$ cat config.mk
export PLATFORM = sky130hd
export DESIGN_NAME = sar_conv_device_flat
export DESIGN_NICKNAME = d
export VERILOG_FILES = /design/src/sar_seq_pkg.sv /design/src/sar_link_if.sv /design/src/sar_conv_device.sv /design/src/flat_wrapper.sv
export SDC_FILE = /design/constraint.sdc
export NUM_CORES = 1
export LEC_CHECK = 0
export ABC_AREA = 0
export BUFFER_PORTS_ARGS = -buffer_cell sky130_fd_sc_hd__buf_4
export CORE_ASPECT_RATIO = 0.5
export CORE_UTILIZATION = 33
export DETAILED_ROUTE_END_ITERATION = 8
export PLACE_DENSITY = 0.47
export RECOVER_POWER = 50
export SLEW_MARGIN = 20
export SYNTH_ARGS = -nofsm -noshare
export SYNTH_HDL_FRONTEND = slang
export SYNTH_SLANG_ARGS = --single-unit
$ cat constraint.sdc
create_clock -name MCLK -period 4.85 [get_ports MCLK]
set_clock_uncertainty 0.05 [all_clocks]
set_input_delay 0.97 -clock MCLK [delete_from_list [all_inputs] [get_ports MCLK]]
set_output_delay 0.97 -clock MCLK [all_outputs]
set_load 0.02 [all_outputs]
$ cat src/sar_seq_pkg.sv
// Shared constants for the conversion link: code layout, timing and counts.
// Assumes a single 100 MHz system clock on both ends of the link.
package sar_seq_pkg;

  // Result width, conversion length and calibration length
  localparam int RES_BITS = 16;
  localparam int CONV_CLOCKS = 17;
  localparam int CAL_CLOCKS = 85530;

  // Output codes
  localparam logic [15:0] CODE_MAX = 16'h7FFF;
  localparam logic [15:0] CODE_MIN = 16'h8000;
  localparam logic [15:0] MSB_FLIP = 16'h8000;

  // System clock
  localparam int CLK_PERIOD_NS = 10;

  // Link timing in ns, except the conversion limit in us
  localparam int APERTURE_NS = 20;
  localparam int STROBE_TO_BUSY_NS = 40;
  localparam int STROBE_TO_CLOCK_NS = 200;
  localparam int MIN_ACQUIRE_NS = 2000;
  localparam int MIN_STROBE_LOW_NS = 100;
  localparam int CAL_HIGH_NS = 100;
  localparam int CLOCK_PERIOD_NS = 160;
  localparam int MAX_CONVERSION_US = 1000;

  // Least time in ns to whole clock cycles, never below one
  function automatic int ns_to_cyc(input int ns);
    int c;
    c = (ns + CLK_PERIOD_NS - 1) / CLK_PERIOD_NS;
    return (c < 1) ? 1 : c;
  endfunction : ns_to_cyc

  // Derived cycle counts
  localparam int APERTURE_CYC = ns_to_cyc(APERTURE_NS);
  localparam int BUSY_CYC = ns_to_cyc(STROBE_TO_BUSY_NS);
  localparam int SC_CYC = ns_to_cyc(STROBE_TO_CLOCK_NS);
  localparam int ACQ_CYC = ns_to_cyc(MIN_ACQUIRE_NS);
  localparam int SL_CYC = ns_to_cyc(MIN_STROBE_LOW_NS);
  localparam int CAL_HIGH_CYC = ns_to_cyc(CAL_HIGH_NS);
  localparam int LINK_HALF_CYC = ns_to_cyc(CLOCK_PERIOD_NS / 2);
  localparam int SYNC_MARGIN = 4;
  localparam int LOW_WAIT_CYC = ((SC_CYC > SL_CYC) ? SC_CYC : SL_CYC) + SYNC_MARGIN;

endpackage : sar_seq_pkg

$ cat src/sar_link_if.sv
// Pin bundle between the controller and the converter's sequencer.
// Assumes both ends run on their own copy of the 100 MHz system clock.
`timescale 1ns/1ps
interface sar_link_if;
  logic acq_strobe;
  logic conv_clk;
  logic cal_req;
  logic busy;
  logic [sar_seq_pkg::RES_BITS-1:0] result;

  // Converter end
  modport dev (
    input acq_strobe,
    input conv_clk,
    input cal_req,
    output busy,
    output result
  );

  // Controller end
  modport host (
    output acq_strobe,
    output conv_clk,
    output cal_req,
    input busy,
    input result
  );
endinterface : sar_link_if

$ cat src/sar_conv_device.sv
// Converter end: acquisition, commit, busy flag, 17-clock search, calibration.
// Assumes all link pins are asynchronous to MCLK and the controller makes the
// conversion clock; ANALOG_IN is a digital stand-in on the MCLK domain.
`timescale 1ns/1ps
module sar_conv_device #(
  parameter int AW = 18,
  parameter int CAL_CLOCKS = sar_seq_pkg::CAL_CLOCKS
) (
  // System
  input wire logic MCLK,
  input wire logic RST,
  // Link to the controller
  sar_link_if.dev LINK,
  // Input value and status
  input wire logic signed [AW-1:0] ANALOG_IN,
  output logic CALIBRATED,
  output logic SAMPLE_TAKEN
);

  localparam int NB = sar_seq_pkg::RES_BITS;
  localparam int CW = $clog2(CAL_CLOCKS + 1);
  localparam logic [7:0] APER_LIM = 8'(sar_seq_pkg::APERTURE_CYC);
  localparam logic [7:0] BUSY_LIM = 8'(sar_seq_pkg::BUSY_CYC);
  localparam logic [7:0] SC_LIM = 8'(sar_seq_pkg::SC_CYC);
  localparam logic [4:0] LAST_EDGE = 5'(sar_seq_pkg::CONV_CLOCKS - 1);
  localparam logic [4:0] TOP_BIT = 5'(NB - 1);
  localparam logic [CW-1:0] CAL_LAST = CW'(CAL_CLOCKS - 1);

  // Elaboration checks
  if (AW <= NB) begin : g_bad_aw
    $error("ANALOG_IN must be wider than the result");
  end
  if (CAL_CLOCKS < 1) begin : g_bad_cal
    $error("CAL_CLOCKS must be at least one");
  end
  if (sar_seq_pkg::SC_CYC > 255 || sar_seq_pkg::SC_CYC <= sar_seq_pkg::APERTURE_CYC ||
      sar_seq_pkg::SC_CYC <= sar_seq_pkg::BUSY_CYC) begin : g_bad_timing
    $error("strobe-to-clock delay must exceed aperture and busy delays");
  end

  typedef enum logic [1:0] {ST_CAL, ST_IDLE, ST_CONV} dev_state_t;

  // Clamp to the end codes, then pass the value in twos complement
  function automatic logic [NB-1:0] clamp_code(input logic signed [AW-1:0] v);
    logic signed [AW-1:0] hi;
    logic signed [AW-1:0] lo;
    hi = $signed({{(AW-NB){1'b0}}, sar_seq_pkg::CODE_MAX});
    lo = $signed({{(AW-NB){1'b1}}, sar_seq_pkg::CODE_MIN});
    if (v > hi) begin
      return sar_seq_pkg::CODE_MAX;
    end else if (v < lo) begin
      return sar_seq_pkg::CODE_MIN;
    end
    return v[NB-1:0];
  endfunction : clamp_code

  // One search step: keep the trial bit if the held value reaches it
  function automatic logic [NB-1:0] sar_step(input logic [NB-1:0] acc,
                                              input logic [NB-1:0] tgt,
                                              input logic [4:0] idx);
    logic [NB-1:0] trial;
    trial = acc | (NB'(1) << idx);
    return (tgt >= trial) ? trial : acc;
  endfunction : sar_step

  logic rst_any;
  logic [1:0] rel_ff;
  logic core_rst;
  logic strb_s1_ff;
  logic strb_s2_ff;
  logic strb_d_ff;
  logic clk_s1_ff;
  logic clk_s2_ff;
  logic clk_d_ff;
  logic strb_fall;
  logic clk_rise;
  logic since_ok;
  logic edge_ok;
  logic tail_eat;
  logic cal_done;
  dev_state_t state_ff;
  logic [CW-1:0] cal_cnt_ff;
  logic [7:0] since_ff;
  logic [4:0] edge_cnt_ff;
  logic cal_tail_ff;
  logic [NB-1:0] target_ff;
  logic [NB-1:0] sar_ff;
  logic busy_ff;
  logic [NB-1:0] result_ff;

  // Calibration request acts as an asynchronous reset; release is synchronous
  assign rst_any = RST | LINK.cal_req;

  // Reset release synchroniser, so no flip-flop leaves reset mid-edge
  always_ff @(posedge MCLK or posedge rst_any) begin
    if (rst_any) begin
      rel_ff <= 2'h3;
    end else begin
      rel_ff <= {rel_ff[0], 1'b0};
    end
  end
  assign core_rst = rel_ff[1];

  // Two-stage synchronisers for strobe and conversion clock, plus edge history
  always_ff @(posedge MCLK or posedge core_rst) begin
    if (core_rst) begin
      strb_s1_ff <= 1'b0;
      strb_s2_ff <= 1'b0;
      strb_d_ff <= 1'b0;
      clk_s1_ff <= 1'b0;
      clk_s2_ff <= 1'b0;
      clk_d_ff <= 1'b0;
    end else begin
      strb_s1_ff <= LINK.acq_strobe;
      strb_s2_ff <= strb_s1_ff;
      strb_d_ff <= strb_s2_ff;
      clk_s1_ff <= LINK.conv_clk;
      clk_s2_ff <= clk_s1_ff;
      clk_d_ff <= clk_s2_ff;
    end
  end

  // Edge detection on the synchronised copies only
  assign strb_fall = strb_d_ff & ~strb_s2_ff;
  assign clk_rise = clk_s2_ff & ~clk_d_ff;
  assign since_ok = (since_ff >= SC_LIM);
  // A counted edge needs the delay elapsed and any calibration tail consumed
  assign edge_ok = (state_ff == ST_CONV) & clk_rise & since_ok & ~cal_tail_ff;
  assign tail_eat = clk_rise & cal_tail_ff &
                    ((state_ff == ST_IDLE) | ((state_ff == ST_CONV) & since_ok));
  assign cal_done = (state_ff == ST_CAL) & clk_rise & (cal_cnt_ff == CAL_LAST);

  // Sequencer: calibrate after reset, then wait for a strobe fall, then convert
  always_ff @(posedge MCLK or posedge core_rst) begin
    if (core_rst) begin
      state_ff <= ST_CAL;
      edge_cnt_ff <= 5'h00;
    end else begin
      case (state_ff)
        ST_CAL: begin
          if (cal_done) begin
            state_ff <= ST_IDLE;
          end
        end
        ST_IDLE: begin
          // A strobe held high across the busy fall makes its own fall later
          if (strb_fall) begin
            state_ff <= ST_CONV;
            edge_cnt_ff <= 5'h00;
          end
        end
        ST_CONV: begin
          // Strobe is not looked at here until the conversion ends
          if (edge_ok) begin
            edge_cnt_ff <= edge_cnt_ff + 5'h01;
            if (edge_cnt_ff == LAST_EDGE) begin
              state_ff <= ST_IDLE;
            end
          end
        end
        default: begin
          state_ff <= ST_CAL;
        end
      endcase
    end
  end

  // Calibration clock count, taken on conversion clock rising edges
  always_ff @(posedge MCLK or posedge core_rst) begin
    if (core_rst) begin
      cal_cnt_ff <= '0;
    end else if ((state_ff == ST_CAL) && clk_rise) begin
      cal_cnt_ff <= cal_cnt_ff + CW'(1);
    end
  end

  // Extra clock owed after calibration; if missed, the first conversion eats it
  always_ff @(posedge MCLK or posedge core_rst) begin
    if (core_rst) begin
      cal_tail_ff <= 1'b0;
    end else if (cal_done) begin
      cal_tail_ff <= 1'b1;
    end else if (tail_eat) begin
      cal_tail_ff <= 1'b0;
    end
  end

  // Cycles since the committing strobe fall, saturating at the clock delay
  always_ff @(posedge MCLK or posedge core_rst) begin
    if (core_rst) begin
      since_ff <= 8'h00;
    end else if ((state_ff == ST_IDLE) && strb_fall) begin
      since_ff <= 8'h00;
    end else if ((state_ff == ST_CONV) && !since_ok) begin
      since_ff <= since_ff + 8'h01;
    end
  end

  // Hold the input one aperture delay after the fall, offset binary inside
  always_ff @(posedge MCLK or posedge core_rst) begin
    if (core_rst) begin
      target_ff <= '0;
    end else if ((state_ff == ST_CONV) && (since_ff == APER_LIM)) begin
      target_ff <= clamp_code(ANALOG_IN) ^ sar_seq_pkg::MSB_FLIP;
    end
  end

  // Successive approximation: edges 1..16 decide bits from the top down
  always_ff @(posedge MCLK or posedge core_rst) begin
    if (core_rst) begin
      sar_ff <= '0;
    end else if ((state_ff == ST_IDLE) && strb_fall) begin
      sar_ff <= '0;
    end else if (edge_ok && (edge_cnt_ff != LAST_EDGE)) begin
      sar_ff <= sar_step(sar_ff, target_ff, TOP_BIT - edge_cnt_ff);
    end
  end

  // Busy: high through calibration, rises after the fall, drops on edge 17
  always_ff @(posedge MCLK or posedge core_rst) begin
    if (core_rst) begin
      busy_ff <= 1'b1;
    end else if (cal_done) begin
      busy_ff <= 1'b0;
    end else if ((state_ff == ST_CONV) && (since_ff == BUSY_LIM)) begin
      busy_ff <= 1'b1;
    end else if (edge_ok && (edge_cnt_ff == LAST_EDGE)) begin
      busy_ff <= 1'b0;
    end
  end

  // Result register: changes only on the final edge, same cycle as busy drop
  always_ff @(posedge MCLK or posedge core_rst) begin
    if (core_rst) begin
      result_ff <= '0;
    end else if (edge_ok && (edge_cnt_ff == LAST_EDGE)) begin
      result_ff <= sar_ff ^ sar_seq_pkg::MSB_FLIP;
    end
  end

  // Status toward local logic
  always_ff @(posedge MCLK or posedge core_rst) begin
    if (core_rst) begin
      CALIBRATED <= 1'b0;
      SAMPLE_TAKEN <= 1'b0;
    end else begin
      if (cal_done) begin
        CALIBRATED <= 1'b1;
      end
      SAMPLE_TAKEN <= (state_ff == ST_CONV) && (since_ff == APER_LIM);
    end
  end

  // Link outputs straight from their registers
  assign LINK.busy = busy_ff;
  assign LINK.result = result_ff;

endmodule : sar_conv_device

$ cat src/flat_wrapper.sv
// flat-port wrapper written by rule: the top's interface ports become plain ports
module sar_conv_device_flat 
#(
  parameter int AW = 18,
  parameter int CAL_CLOCKS = sar_seq_pkg::CAL_CLOCKS
)
  (MCLK, RST, ANALOG_IN, CALIBRATED, SAMPLE_TAKEN, LINK_acq_strobe, LINK_conv_clk, LINK_cal_req, LINK_busy, LINK_result);
  sar_link_if LINK_i ();
  input wire logic MCLK;
  input wire logic RST;
  input wire logic signed [AW-1:0] ANALOG_IN;
  output logic CALIBRATED;
  output logic SAMPLE_TAKEN;
  input wire logic [$bits(LINK_i.acq_strobe)-1:0] LINK_acq_strobe;
  input wire logic [$bits(LINK_i.conv_clk)-1:0] LINK_conv_clk;
  input wire logic [$bits(LINK_i.cal_req)-1:0] LINK_cal_req;
  output wire logic [$bits(LINK_i.busy)-1:0] LINK_busy;
  output wire logic [$bits(LINK_i.result)-1:0] LINK_result;
  assign LINK_i.acq_strobe = LINK_acq_strobe;
  assign LINK_i.conv_clk = LINK_conv_clk;
  assign LINK_i.cal_req = LINK_cal_req;
  assign LINK_busy = LINK_i.busy;
  assign LINK_result = LINK_i.result;
  sar_conv_device #(.AW(AW), .CAL_CLOCKS(CAL_CLOCKS)) u_core (.MCLK(MCLK), .RST(RST), .LINK(LINK_i), .ANALOG_IN(ANALOG_IN), .CALIBRATED(CALIBRATED), .SAMPLE_TAKEN(SAMPLE_TAKEN));
endmodule
After elaboration in Yosys (flattened, before gate mapping) --
Cells that the tools add are included.
Operators by class: $mul 0, divide/modulo/power cells 0, bitwise operators 18, $lt $le $gt $ge 4, mux-type cells 25, equal/unequal tests 11, add/sub/neg operators 4, shift operators 1, reduce and logical (&&, ||, !) cells 18
Operator list (count):
- 16-bit 2-to-1 mux | 7
- 18-bit by 16-bit greater-than comparator with 1-bit output, second input constant | 1
- 18-bit by 16-bit less-than comparator with 1-bit output, second input constant | 1
- 17-bit by 1-bit adder with 17-bit output, second input constant | 1
- 17-bit equality test, second input constant | 1
- 16-bit >= comparator | 1
- 8-bit 2-to-1 mux | 2
- 16-bit bitwise OR | 1
- 1-bit by 5-bit left shift with 16-bit output, first input constant | 1
- 1-bit AND | 10
- 5-bit 2-to-1 mux | 2
- 5-bit case mux with 2 select lines | 1
- 2-bit nonzero test | 5
- 8-bit by 1-bit adder with 8-bit output, second input constant | 1
- 8-bit by 2-bit equality test with 1-bit output, second input constant | 1
- 8-bit by 3-bit equality test with 1-bit output, second input constant | 1
- 8-bit by 5-bit >= comparator with 1-bit output, second input constant | 1
- 1-bit 2-to-1 mux | 8
- 2-bit 2-to-1 mux | 4
- 2-bit by 1-bit != test with 1-bit output, second input constant | 4
- 1-bit logical AND | 7
- 2-bit case mux with 3 select lines | 1
- 5-bit by 1-bit adder with 5-bit output, second input constant | 1
- 5-bit equality test, second input constant | 1
- other kinds (12) | 17
Storage, ports and cells: bits in registers 92, memories kept 0, bits in latches 0, RAM bits 0, bits in read-only memories 0, input port bits 23

Longest topological paths before layout --
Gate-level depths: netlist of run 1.
depth after elaboration 9, gate-level depth with buffers 11, gate-level depth less buffers 10

Least setup slack after synthesis of run 1 --
No wires, ideal clock.
path kind register -> register, from register u_core.edge_cnt_ff[0], to register u_core.sar_ff[10], slack 2.417 ns, library setup time 0.132 ns, arrival 2.251 ns, cell stages (with the launch flop) 12, period minus slack after synthesis 2.433 ns, cells stage by stage dfrtp_1 -> inv_1 -> ha_1 -> nor2b_1 -> a31oi_1 -> ha_1 -> o21ai_0 -> a21oi_1 -> o311ai_0 -> a31o_4 -> buf_12 -> a21oi_4
On the way: word-level cells in the longest chain between the ends 6, elaborated cells on any way between the ends 12, classes of those cells 1 x add/sub; 1 x order compare; 1 x eq/ne; 1 x shift; 3 x mux; 1 x bitwise; 4 x reduce/logical
RTL lines:
- start, declared | line sar_conv_device.sv:84 | logic [4:0] edge_cnt_ff;
- start signal, assigned | line sar_conv_device.sv:155 | edge_cnt_ff <= edge_cnt_ff + 5'h01;
- 4-bit by 5-bit subtractor with 5-bit output | line sar_conv_device.sv:215 | sar_ff <= sar_step(sar_ff, target_ff, TOP_BIT - edge_cnt_ff);
- 1-bit by 5-bit left shift with 16-bit output | line sar_conv_device.sv:62 | trial = acc | (NB'(1) << idx);
- 16-bit bitwise OR | line sar_conv_device.sv:62
- 16-bit >= comparator / 16-bit 2-to-1 mux (equally long branches) | line sar_conv_device.sv:63 | return (tgt >= trial) ? trial : acc;
- 2-bit nonzero test (no source line) / 16-bit 2-to-1 mux (equally long branches)
- 2-bit AND reduction (no source line) / 16-bit 2-to-1 mux (equally long branches)
- end signal, assigned | line sar_conv_device.sv:215
- end, declared | line sar_conv_device.sv:87 | logic [NB-1:0] sar_ff;
Several ways; a longest one is shown, not always the timed one. The select of a mux whose other input is x is not followed. A chain may end at the register's enable or synchronous reset.

Final worst setup path of run 1 --
from register u_core.edge_cnt_ff[0], to register u_core.sar_ff[0]
Same word-level chain as after synthesis.

==> metrics.md, run 1 <==
| Metric | Value |
|---|---|
| Worst stage delay on the critical path | ~440 ps |
| Post-synthesis simple-gate area fraction | 16.4% |
| Synth Register Bits | between 90 and 100 |
| Commonest non-fill, non-tap cell in the layout | dfrtp_1 |
| Fmax | ~350 MHz |
| Synth Area in XOR/XNOR | under 10% |
| DRT Pass-1 Iters | 6 |
| CTS max path bufs | 2 |
| Top_reg_cell synth | dfrtp_1 |
| H-tree levels | 3 |
| Vias in the first global route | 3168 |
| Largest net degree at the start of global routing | 50 |
| Syn_area_per_cell | around 10 µm² |
| Synth Cell Area | roughly 4600 µm² |
| Hold WC Path Type | register to register |
| # Post-CTS Setup Buffers | 0 |
| Worst vdd ir | 0.161 mV |
| DRT iter0 DRCs | approximately 170 |
| Cts repair resizes | 0 |
| Clk root buf | clkbuf_16 |
| Fill cell count | approximately 1400 |
| Area Growth Syn to Fin | 16.5% |
| N_diodes | 0 |
| Die Ht | about 86 µm |
| CP max-delay cell | dfrtp_1 |
| Post-synthesis async set-or-reset flop share | 100% |
| CTS buffer count | 9 |
| Synth unique cells | between 50 and 60 |
| I/O pin total | 42 |
| Clk Latency, worst-skew pair | about 340 ps |
| EDFF count, synth | 0 |
| Post-Synthesis Net Count | between 500 and 600 |
| Die area | 14500 µm² |
| CTS tree | done |
| Commonest cells after routing, fill and taps aside | dfrtp_1 (89), nand2_1 (75), nor2_1 (48) |
| Unrepaired setup endpoints after global routing | no |
| Critical path arrival | 3000 ps |
| WL final | 9330 µm |
| Crit share post-route | between 50 and 60% |
| Drt drc | 1 |
| Setup crit end kind | register |
| DR WL/cell | between 10 and 15 µm |
| # clock sinks | 92 |
| Switching part of the total | 23.4% |
| Post-route cell area | around 5400 µm² |
| CORE AREA | around 14000 µm² |
| Max Slew Vio Count | 43 |
| Max-Cap Viols | 1 |
| Setup Crit Path Kind | register to register |
| Fin nets | around 560 |
| P_sw | roughly 0.38 mW |
| Post-DP HPWL | around 6700 µm |
| Clock transition at path regs | about 60 ps |
| All-Layer GR Usage | approximately 14% |
| Placed instance area | about 5100 µm² |
| Routability cong. | 0.761 |
| Top cell by count, worst path | ha_1 |
| Site Rows | 30 |
| Critical Path Fanout Max | 16 |
| Fin util | a little under 40% |
| CTS Hold Bufs | 0 |
| Final setup viols | 0 |
| Clock share of power | about 42% |
| Run status | complete, but fails checks |
| Critical path startpoint category | register |
| Min cycle time layout | roughly 2800 ps |
| Mux share of post-synthesis cell area | under 10% |
| Failing checks | design-rule violations, max-capacitance violations, max-slew violations |
| Horiz. Die Dim | between 150 and 200 µm |
| Synthesis Warnings | 0 |
| Largest family of logic cells by synthesized area | simple AND/OR/NAND/NOR gates |
| Setup TNS | 0 ps |
| Int Power | approximately 1.3 mW |
| DR vias | around 3200 |
| Initial antenna violation count | 0 |
| Layout cells sized above 1 | approximately 18% |
| Part of the power in registers | between 50% and 60% |
| Critical-path cell list | inv_1, ha_1, nor2b_1, a31oi_1, ha_1, o21ai_0, a21oi_1, o311ai_0, a31o_4, a21boi_0 |
| Fin. Hold Viols | 0 |
| Antenna Nets Post-Route | 0 |
| Port-buffer cells | 41 |
| Syn Inst Count | 462 |
| Seq/Total Area, Yosys | around half |
| Vias per inst | roughly 4.6 |
| Post-synthesis compound-gate area fraction | roughly 14% |
| Slew headroom | -23.3% |
| GRT overflow | 0 |
| Worst-margin pin slew | around 1800 ps |
| Comb power frac | ~6.5% |
| Initial Util | around 34% |
| Adder-Cell Fraction of Synth Area | under 10% |
| PwrDens | between 300 and 400 nW/µm² |
| First-pass GRT wire length | roughly 16000 µm |
| Pleak | 2.56 nW |
| Worst endpoint required time | about 5000 ps |
[per-layer routing]
layer  vias to the layer above  part of all wire, %  GRT usage [%]
li1                       1654                    -              -
met1                      1506                   55           21.3
met2                        38                   42           20.4
met3                         8                  2.5           3.92
met4                         0                  1.1           4.18
met5                         -                    0              0
[layout make-up]
class / instances / area (µm²) / area share (%)
flip-flops and latches: 92 / 2310 / 43.0
multi-input cells: 334 / 2130 / 39.7
repair buffers: 43 / 324 / 6.04
well taps: 192 / 240 / 4.48
clock buffers: 12 / 236 / 4.41
inverters: 21 / 80.1 / 1.49
clock inverters: 4 / 48.8 / 0.910
[worst max-delay path, delay by kind of cell, from the launching register on]
family                     cells  cell delay, ps
AOI/OAI and AO/OA              6            1460
adders and majority gates      2             500
buffers and inverters          1              90
DFF                            1             440
and+or+nand+nor                1             170
[flip-flops by register name, indices dropped and copies added, names as in the netlist, 2 cells and up]
signal / count
u_core.state_ff: 2
u_core.edge_cnt_ff: 5
u_core.sar_ff: 16
u_core.since_ff: 8
u_core.target_ff: 16
u_core.cal_cnt_ff: 17
u_core.rel_ff: 2
u_core.LINK.result: 16
[final timing paths]
| check | from | endpoint | slack (ps) | cells after the start |
|---|---|---|---|---|
| min in group asynchronous | u_core.rel_ff[1] | u_core.LINK.result[10] | 670 | 1 |
| worst min register to register | u_core.strb_s1_ff | u_core.strb_s2_ff | 300 | 0 |
| worst min-delay path | u_core.strb_s1_ff | u_core.strb_s2_ff | 300 | 0 |
| worst max register to register | u_core.edge_cnt_ff[0] | u_core.sar_ff[0] | 2010 | 10 |
| max in group asynchronous | u_core.rel_ff[1] | u_core.CALIBRATED | 2180 | 2 |
| worst max-delay path | u_core.edge_cnt_ff[0] | u_core.sar_ff[0] | 2010 | 10 |
[cell usage after synthesis (all sizes together), types with 2 or more instances]
library cell  count  area, µm²
dfrtp            89       2230
nand2            75        282
nor2             48        180
o21ai            45        229
a21oi            35        228
ha               31        388
inv              21       78.8
mux2             15        169
xnor2            12        105
clkbuf            9       35.0
nand4             9       56.3
xor2              7       61.3
a31oi             6       37.5
buf               6       55.1
nand3             4       25.0
nor2b             4       25.0
nor3              4       25.0
and2              3       18.8
and3              3       20.0
dfstp             3       78.8
nor4b             3       26.3
or3               3       18.8
a211oi            2       27.5
a21boi            2       15.0
a21o              2       16.3
mux2i             2       20.0
nand2b            2       12.5
nand3b            2       15.0
[through the flow]
step	setup WS [ps]	std cells	power [mW]	hold slack [ps]
3_3_place_gp	1990	681	0.961	290
5_1_grt	1570	698	1.72	315
3_5_place_dp	1930	681	0.961	293
6_report	2010	698	1.63	302
2_1_floorplan	2130	462	0.918	281
4_1_cts	1920	697	1.66	304
[power by group through the flow]
stage                     combinational [mW]  clock (mW)  sequential, mW
after global placement                 0.108           0           0.852
after global routing                   0.126       0.752           0.843
after floorplan                       0.0762           0           0.842
final                                  0.106       0.690           0.838
after CTS                              0.111       0.715           0.838
after detailed placement               0.110           0           0.851
[logic make-up after synthesis]
| group | count (synthesis) |
|---|---|
| flip-flops | 92 |
| AND/OR/NAND/NOR | 166 |
| AO/OA/AOI/OAI | 100 |
| adder cells (fa/ha/maj) | 31 |
| XOR/XNOR | 19 |
| buffers and inverters | 36 |
| other | 1 |
| multiplexers | 17 |
No activity file was read; power rests on OpenSTA's default activity.
==> run 2, diff against run 1 <==
- PLACE_DENSITY: 0.47 -> 0.49
- clock period: 4.85 -> 2.3 ns (I/O delays scaled with it)
==> run 2 against run 1 <==
  * The flow finishes with violations (negative setup slack)
  * Clock power rose by 120%
  * Combinational power rose by 120%
  * Register-to-register slack got worse by 2200 ps
  * Worst setup slack got worse by 2200 ps
  * Design area rose by 11%
  * Largest cell class is now multi-input gates
==> metrics.md, run 2 (synthesis results as in run 1) <==
| Metric | Value |
|---|---|
| WL final | 9870 µm (was 9330 µm) |
| Reg-to-Reg Start | u_core.edge_cnt_ff[1] (was u_core.edge_cnt_ff[0]) |
| Critical path startpoint category | register (unchanged) |
| Crit share post-route | 110% (was 58.6%) |
| First-pass GRT wire length | 16800 µm (was 16100 µm) |
| DR vias | 3368 (was 3206) |
| Fmax | 396 MHz (was 352 MHz) |
| PwrDens | 592 nW/µm² (was 304 nW/µm²) |
| Worst-margin pin slew | 832 ps (was 1840 ps) |
| CORE AREA | 13600 µm² (unchanged) |
| Initial Util | 33.9% (unchanged) |
| DRT iter0 DRCs | 135 (was 171) |
| Final setup viols | 16 (was 0) |
| All-Layer GR Usage | 14.9% (was 14.4%) |
| Final setup margin | -224 ps (was 2010 ps) |
| Routability cong. | 0.783 (was 0.761) |
| Post-Place Cells | 716 (was 681) |
| Critical Path Fanout Max | 8 (was 16) |
| Fin. Hold Viols | 0 (unchanged) |
| CTS tree | done (unchanged) |
| Horiz. Die Dim | 169 µm (unchanged) |
| FF-to-FF End | u_core.sar_ff[7] (was u_core.sar_ff[0]) |
| Layout cells sized above 1 | 31.6% (was 18.2%) |
| Max Slew Vio Count | 0 (was 43) |
| Setup crit end kind | register (unchanged) |
| N_diodes | 0 (unchanged) |
| Vias in the first global route | 3390 (was 3168) |
| # clock sinks | 92 (unchanged) |
| DRT Pass-1 Iters | 4 (was 6) |
| H-tree levels | 3 (unchanged) |
| Run status | complete, but fails checks (unchanged) |
| Fin nets | 597 (was 555) |
| Slew headroom | 44.2% (was -23.3%) |
| Unrepaired setup endpoints after global routing | yes (was no) |
| Int Power | 2.70 mW (was 1.25 mW) |
| CTS max path bufs | 2 (unchanged) |
| Switching part of the total | 23.5% (was 23.4%) |
| Antenna Nets Post-Route | 0 (unchanged) |
| Max reg flops | 17 (unchanged) |
| Clock share of power | 43.3% (was 42.2%) |
| Clock transition at path regs | 70 ps (was 60 ps) |
| Worst endpoint required time | 2520 ps (was 5010 ps) |
| Setup Crit Path Kind | register to register (unchanged) |
| Critical path arrival | 2740 ps (was 3000 ps) |
| Number of non-filler instances in the completed layout | 740 (was 698) |
| Commonest non-fill, non-tap cell in the layout | dfrtp_1 (unchanged) |
| Max-Cap Viols | 0 (was 1) |
| Die Ht | 85.5 µm (unchanged) |
| Min cycle time layout | 2520 ps (was 2840 ps) |
| Hold WC Path Type | input port to async pin (was register to register) |
| Commonest cells after routing, fill and taps aside | dfrtp_1 (86), buf_4 (77), nand2_1 (75) (was dfrtp_1 (89), nand2_1 (75), nor2_1 (48)) |
| Site Rows | 30 (unchanged) |
| Total power | 3.54 mW (was 1.63 mW) |
| DR WL/cell | 13.3 µm (was 13.4 µm) |
| Most flops, register | u_core.cal_cnt_ff (unchanged) |
| Vias per inst | 4.55 (was 4.59) |
| Largest net degree at the start of global routing | 53 (was 50) |
| CTS Hold Bufs | 0 (unchanged) |
| Post-route cell area | 5970 µm² (was 5370 µm²) |
| Clk Latency, worst-skew pair | 340 ps (about the same) |
| Area Growth Syn to Fin | 29.6% (was 16.5%) |
| Comb power frac | 6.6% (was 6.5%) |
| Drt drc | 0 (was 1) |
| Die area | 14500 µm² (unchanged) |
| CTS buffer count | 9 (unchanged) |
| Worst vdd ir | 0.342 mV (was 0.161 mV) |
| Reg2Reg Setup Slack | -220 ps (was 2010 ps) |
| GRT overflow | 0 (unchanged) |
| Initial antenna violation count | 0 (unchanged) |
| Pleak | 2.83 nW (was 2.56 nW) |
| Post-DP HPWL | 7050 µm (was 6720 µm) |
| Part of the power in registers | 50.0% (was 51.3%) |
| I/O pin total | 42 (unchanged) |
| Clk root buf | clkbuf_16 (unchanged) |
| Port-buffer cells | 41 (unchanged) |
| Failing checks | negative setup slack (was design-rule violations, max-capacitance violations, max-slew violations) |
| P_sw | 0.831 mW (was 0.383 mW) |
| Register-to-Register Path Depth | 11 (was 10) |
| Placed instance area | 5400 µm² (was 5070 µm²) |
## run 2: cell types whose count changed in the layout (fill, tap and decap cells not counted), sizes merged
cell | before | now
buf | 39 | 80
inv | 21 | 22
## run 2: per-stage QoR
stage	setup TNS (ps)	setup slack, ps	hold WS (ps)	utilization, %
after floorplan	0	2.27	281	-
after global placement	-3300	-212	229	39.7
after detailed placement	-4310	-284	231	39.7
after CTS	-2370	-161	160	42.3
after global routing	-5120	-352	185	43.9
final	-3310	-224	164	43.9
## run 2: repair_timing
action | CTS | global route
resized for setup | 7 | 39
pin swaps | 3 | 10
buffers inserted | 1 | 7
endpoints found under the setup margin | 16 | 16
gates cloned | 0 | 0
## run 2: cell type report
cell class / count / area, µm²
timing repair buffer: 85 / 664
clock inverter: 5 / 57.6
multi-input combinational: 334 / 2360
fill: 1334 / 7620
inverter: 21 / 82.6
clock buffer: 11 / 253
sequential: 92 / 2310
tap: 192 / 240
## run 2: worst max-delay path by stage
stage | from | to | slack, ps | depth (start not counted)
final | u_core.edge_cnt_ff[1] | u_core.sar_ff[7] | -220 | 11
after global routing | u_core.edge_cnt_ff[0] | u_core.sar_ff[2] | -350 | 11
after CTS | u_core.edge_cnt_ff[0] | u_core.sar_ff[14] | -160 | 11
after detailed placement | u_core.edge_cnt_ff[1] | u_core.sar_ff[14] | -280 | 11
after global placement | u_core.edge_cnt_ff[1] | u_core.sar_ff[12] | -210 | 11
after floorplan | u_core.edge_cnt_ff[0] | u_core.sar_ff[2] | 2 | 11
## run 2: power groups by stage
stage | clock (mW) | sequential (mW) | combinational, mW
2_1_floorplan | 0 | 1.78 | 0.162
3_3_place_gp | 0 | 1.80 | 0.234
3_5_place_dp | 0 | 1.80 | 0.240
4_1_cts | 1.58 | 1.77 | 0.238
5_1_grt | 1.65 | 1.79 | 0.280
6_report | 1.53 | 1.77 | 0.234
## run 2: layer usage
metal,GRT usage [%],share of wire [%],wire length [µm],up-vias
li1,-,-,-,1729
met2,22.5,43,4260,37
met4,4.83,1.2,121,0
met3,3.32,2.3,231,11
met5,0,0,0,-
met1,21.1,53,5260,1591
## run 2: critical path, stage by stage, from the launching register on
cell and delay (ps):
dfrtp_2 460, inv_2 100, ha_2 160, nor2b_4 170, a21oi_2 80, ha_1 300
nand4_1 170, nor3_4 270, o311ai_2 140, a31o_4 280, buf_12 150, a21oi_4 110
==> run 3, diff against run 2 <==
- TNS_END_PERCENT: default -> 50
==> run 3 against run 2 <==
  * The flow still finishes with violations (negative setup slack)
  * First-iteration DRC count grew 32%
  * Global-route usage hardly changed
  * Design area down 1.0%
  * Power shrank 2.7%
  * Via count up 0.74%
  * Clock power fell by 6%
  * Die area did not move
  * Count of clock-buffer cells in the layout up 2
  * Combinational power hardly changed
  * Cell count rose by 0.41%
  * Critical endpoint is now u_core.sar_ff[14]
==> metrics.md, run 3 (synthesis results as in run 1) <==
| Metric | Value |
|---|---|
| CTS buffer count | 9 (unchanged) |
| I/O pin total | 42 (unchanged) |
| Critical path arrival | 2670 ps (was 2740 ps) |
| DR vias | 3393 (was 3368) |
| Fill cell count | 1336 (was 1334) |
| Int Power | 2.64 mW (was 2.70 mW) |
| Most flops, register | u_core.cal_cnt_ff (unchanged) |
| Reg2Reg Setup Slack | -150 ps (was -220 ps) |
| Port-buffer cells | 41 (unchanged) |
| Number of non-filler instances in the completed layout | 743 (was 740) |
| Post-DP HPWL | 7030 µm (was 7050 µm) |
| Die Ht | 85.5 µm (unchanged) |
| DRT iter0 DRCs | 178 (was 135) |
| Min cycle time layout | 2450 ps (was 2520 ps) |
| Comb power frac | 6.8% (was 6.6%) |
| Final setup margin | -150 ps (was -224 ps) |
| Max Slew Vio Count | 0 (unchanged) |
| Crit share post-route | 107% (was 110%) |
| Worst-margin pin slew | 1020 ps (was 832 ps) |
| P_sw | 0.798 mW (was 0.831 mW) |
| Commonest cells after routing, fill and taps aside | dfrtp_1 (86), buf_4 (80), nand2_1 (74) (was dfrtp_1 (86), buf_4 (77), nand2_1 (75)) |
| Area Growth Syn to Fin | 28.2% (was 29.6%) |
| Vias per inst | 4.57 (was 4.55) |
| Switching part of the total | 23.2% (was 23.5%) |
| Horiz. Die Dim | 169 µm (unchanged) |
| Routability cong. | 0.734 (was 0.783) |
| # clock sinks | 92 (unchanged) |
| Max-Cap Viols | 0 (unchanged) |
| CTS tree | done (unchanged) |
| Hold slack | 160 ps (was 164 ps) |
| Clock share of power | 41.8% (was 43.3%) |
| Site Rows | 30 (unchanged) |
| Crit path to | u_core.sar_ff[14] (was u_core.sar_ff[7]) |
| PwrDens | 582 nW/µm² (was 592 nW/µm²) |
| Final setup viols | 16 (unchanged) |
| Setup crit start | u_core.edge_cnt_ff[0] (was u_core.edge_cnt_ff[1]) |
| Clk Latency, worst-skew pair | 340 ps (about the same) |
| N_diodes | 0 (unchanged) |
| Register-to-Register Path Depth | 11 (unchanged) |
| Fin. Hold Viols | 0 (unchanged) |
| Run status | complete, but fails checks (unchanged) |
| Initial antenna violation count | 0 (unchanged) |
| Reg-to-Reg Start | u_core.edge_cnt_ff[0] (was u_core.edge_cnt_ff[1]) |
| First-pass GRT wire length | 16800 µm (unchanged) |
| Hold WC Path Type | input port to async pin (unchanged) |
| Die area | 14500 µm² (unchanged) |
| Slew headroom | 31.7% (was 44.2%) |
| Setup crit end kind | register (unchanged) |
| Pleak | 2.81 nW (was 2.83 nW) |
| Critical path startpoint category | register (unchanged) |
| H-tree levels | 3 (unchanged) |
| Setup WS pre-CTS | -382 ps (was -284 ps) |
| Post-Place Cells | 722 (was 716) |
| FF-to-FF End | u_core.sar_ff[14] (was u_core.sar_ff[7]) |
| Layout cells sized above 1 | 31.4% (was 31.6%) |
| All-Layer GR Usage | 14.8% (was 14.9%) |
| Vias in the first global route | 3316 (was 3390) |
| GRT overflow | 0 (unchanged) |
| Worst vdd ir | 0.357 mV (was 0.342 mV) |
| Clk root buf | clkbuf_16 (unchanged) |
| Worst endpoint required time | 2520 ps (about the same) |
| Fmax | 408 MHz (was 396 MHz) |
| DRT Pass-1 Iters | 4 (unchanged) |
| Unrepaired setup endpoints after global routing | yes (unchanged) |
| Fin nets | 600 (was 597) |
| Critical Path Fanout Max | 9 (was 8) |
| Max reg flops | 17 (unchanged) |
| Failing checks | negative setup slack (unchanged) |
| Setup Crit Path Kind | register to register (unchanged) |
| CTS max path bufs | 2 (unchanged) |
| Clock transition at path regs | 70 ps (about the same) |
| Drt drc | 0 (unchanged) |
| Largest net degree at the start of global routing | 74 (was 53) |
| CORE AREA | 13600 µm² (unchanged) |
| Antenna Nets Post-Route | 0 (unchanged) |
| Commonest non-fill, non-tap cell in the layout | dfrtp_1 (unchanged) |
| Fin util | 43.5% (was 43.9%) |
| WL final | 9760 µm (was 9870 µm) |
| DR WL/cell | 13.1 µm (was 13.3 µm) |
| Part of the power in registers | 51.5% (was 50.0%) |
| Initial Util | 33.9% (unchanged) |
## run 3: how the worst min path moves through the flow
stage                           from                   end  slack (ps)  depth (start not counted)
floorplan           u_core.clk_s1_ff      u_core.clk_s2_ff         280                          0
finish                           RST      u_core.rel_ff[0]         160                          2
global placement    u_core.rel_ff[1]   u_core.SAMPLE_TAKEN         210                          1
CTS                              RST      u_core.rel_ff[0]         150                          2
global route         LINK_acq_strobe     u_core.strb_s1_ff         190                          1
detailed placement  u_core.rel_ff[1]  u_core.target_ff[12]         220                          1
## run 3: worst max-delay path: stages, from the launching register on
cell and delay [ps]:
dfrtp_2 450, inv_2 80, ha_2 160, nor2b_4 220, a21oi_2 100, ha_1 310, nand4_1 140, nor3_4 190
o311ai_2 140, a31o_4 270, buf_12 150, a21oi_1 120
## run 3: repair_timing
action                                  in CTS  in global routing
hold buffers                                 0                  0
pin swaps                                    9                  4
buffers inserted                             4                  1
endpoints found under the setup margin      16                 16
gates resized for setup                     38                 12
## run 3: cell type report
class                           instances  area, µm²  area share, %
Multi-Input combinational cell        334       2310           39.1
Sequential cell                        92       2310           39.1
Timing Repair Buffer                   88        684           11.6
Clock buffer                           13        240           4.07
Tap cell                              192        240           4.07
Inverter                               21       80.1           1.36
Clock inverter                          3       40.0          0.678
## run 3: layer usage
layer	routed length, µm	up-vias	share of wire, %	global-route usage [%]
met2	4150	44	42	21.8
met4	98	0	1.0	3.85
met5	0	-	0	0
li1	-	1741	-	-
met1	5220	1599	54	21.8
met3	293	9	3.0	3.74
## run 3: through the flow
stage	setup TNS, ps	area (µm²)	total power [mW]
finish	-1980	5910	3.44
global route	-3800	5910	3.61
global placement	-4350	5410	2.03
detailed placement	-5580	5410	2.04
floorplan	-1330	4610	1.94
CTS	-1320	5860	3.49
## run 3: power by group through the flow
stage / clock network, mW / logic, mW / registers, mW
4_1_cts: 1.48 / 0.243 / 1.77
5_1_grt: 1.55 / 0.281 / 1.78
2_1_floorplan: 0 / 0.161 / 1.78
6_report: 1.44 / 0.234 / 1.77
3_3_place_gp: 0 / 0.233 / 1.80
3_5_place_dp: 0 / 0.239 / 1.80
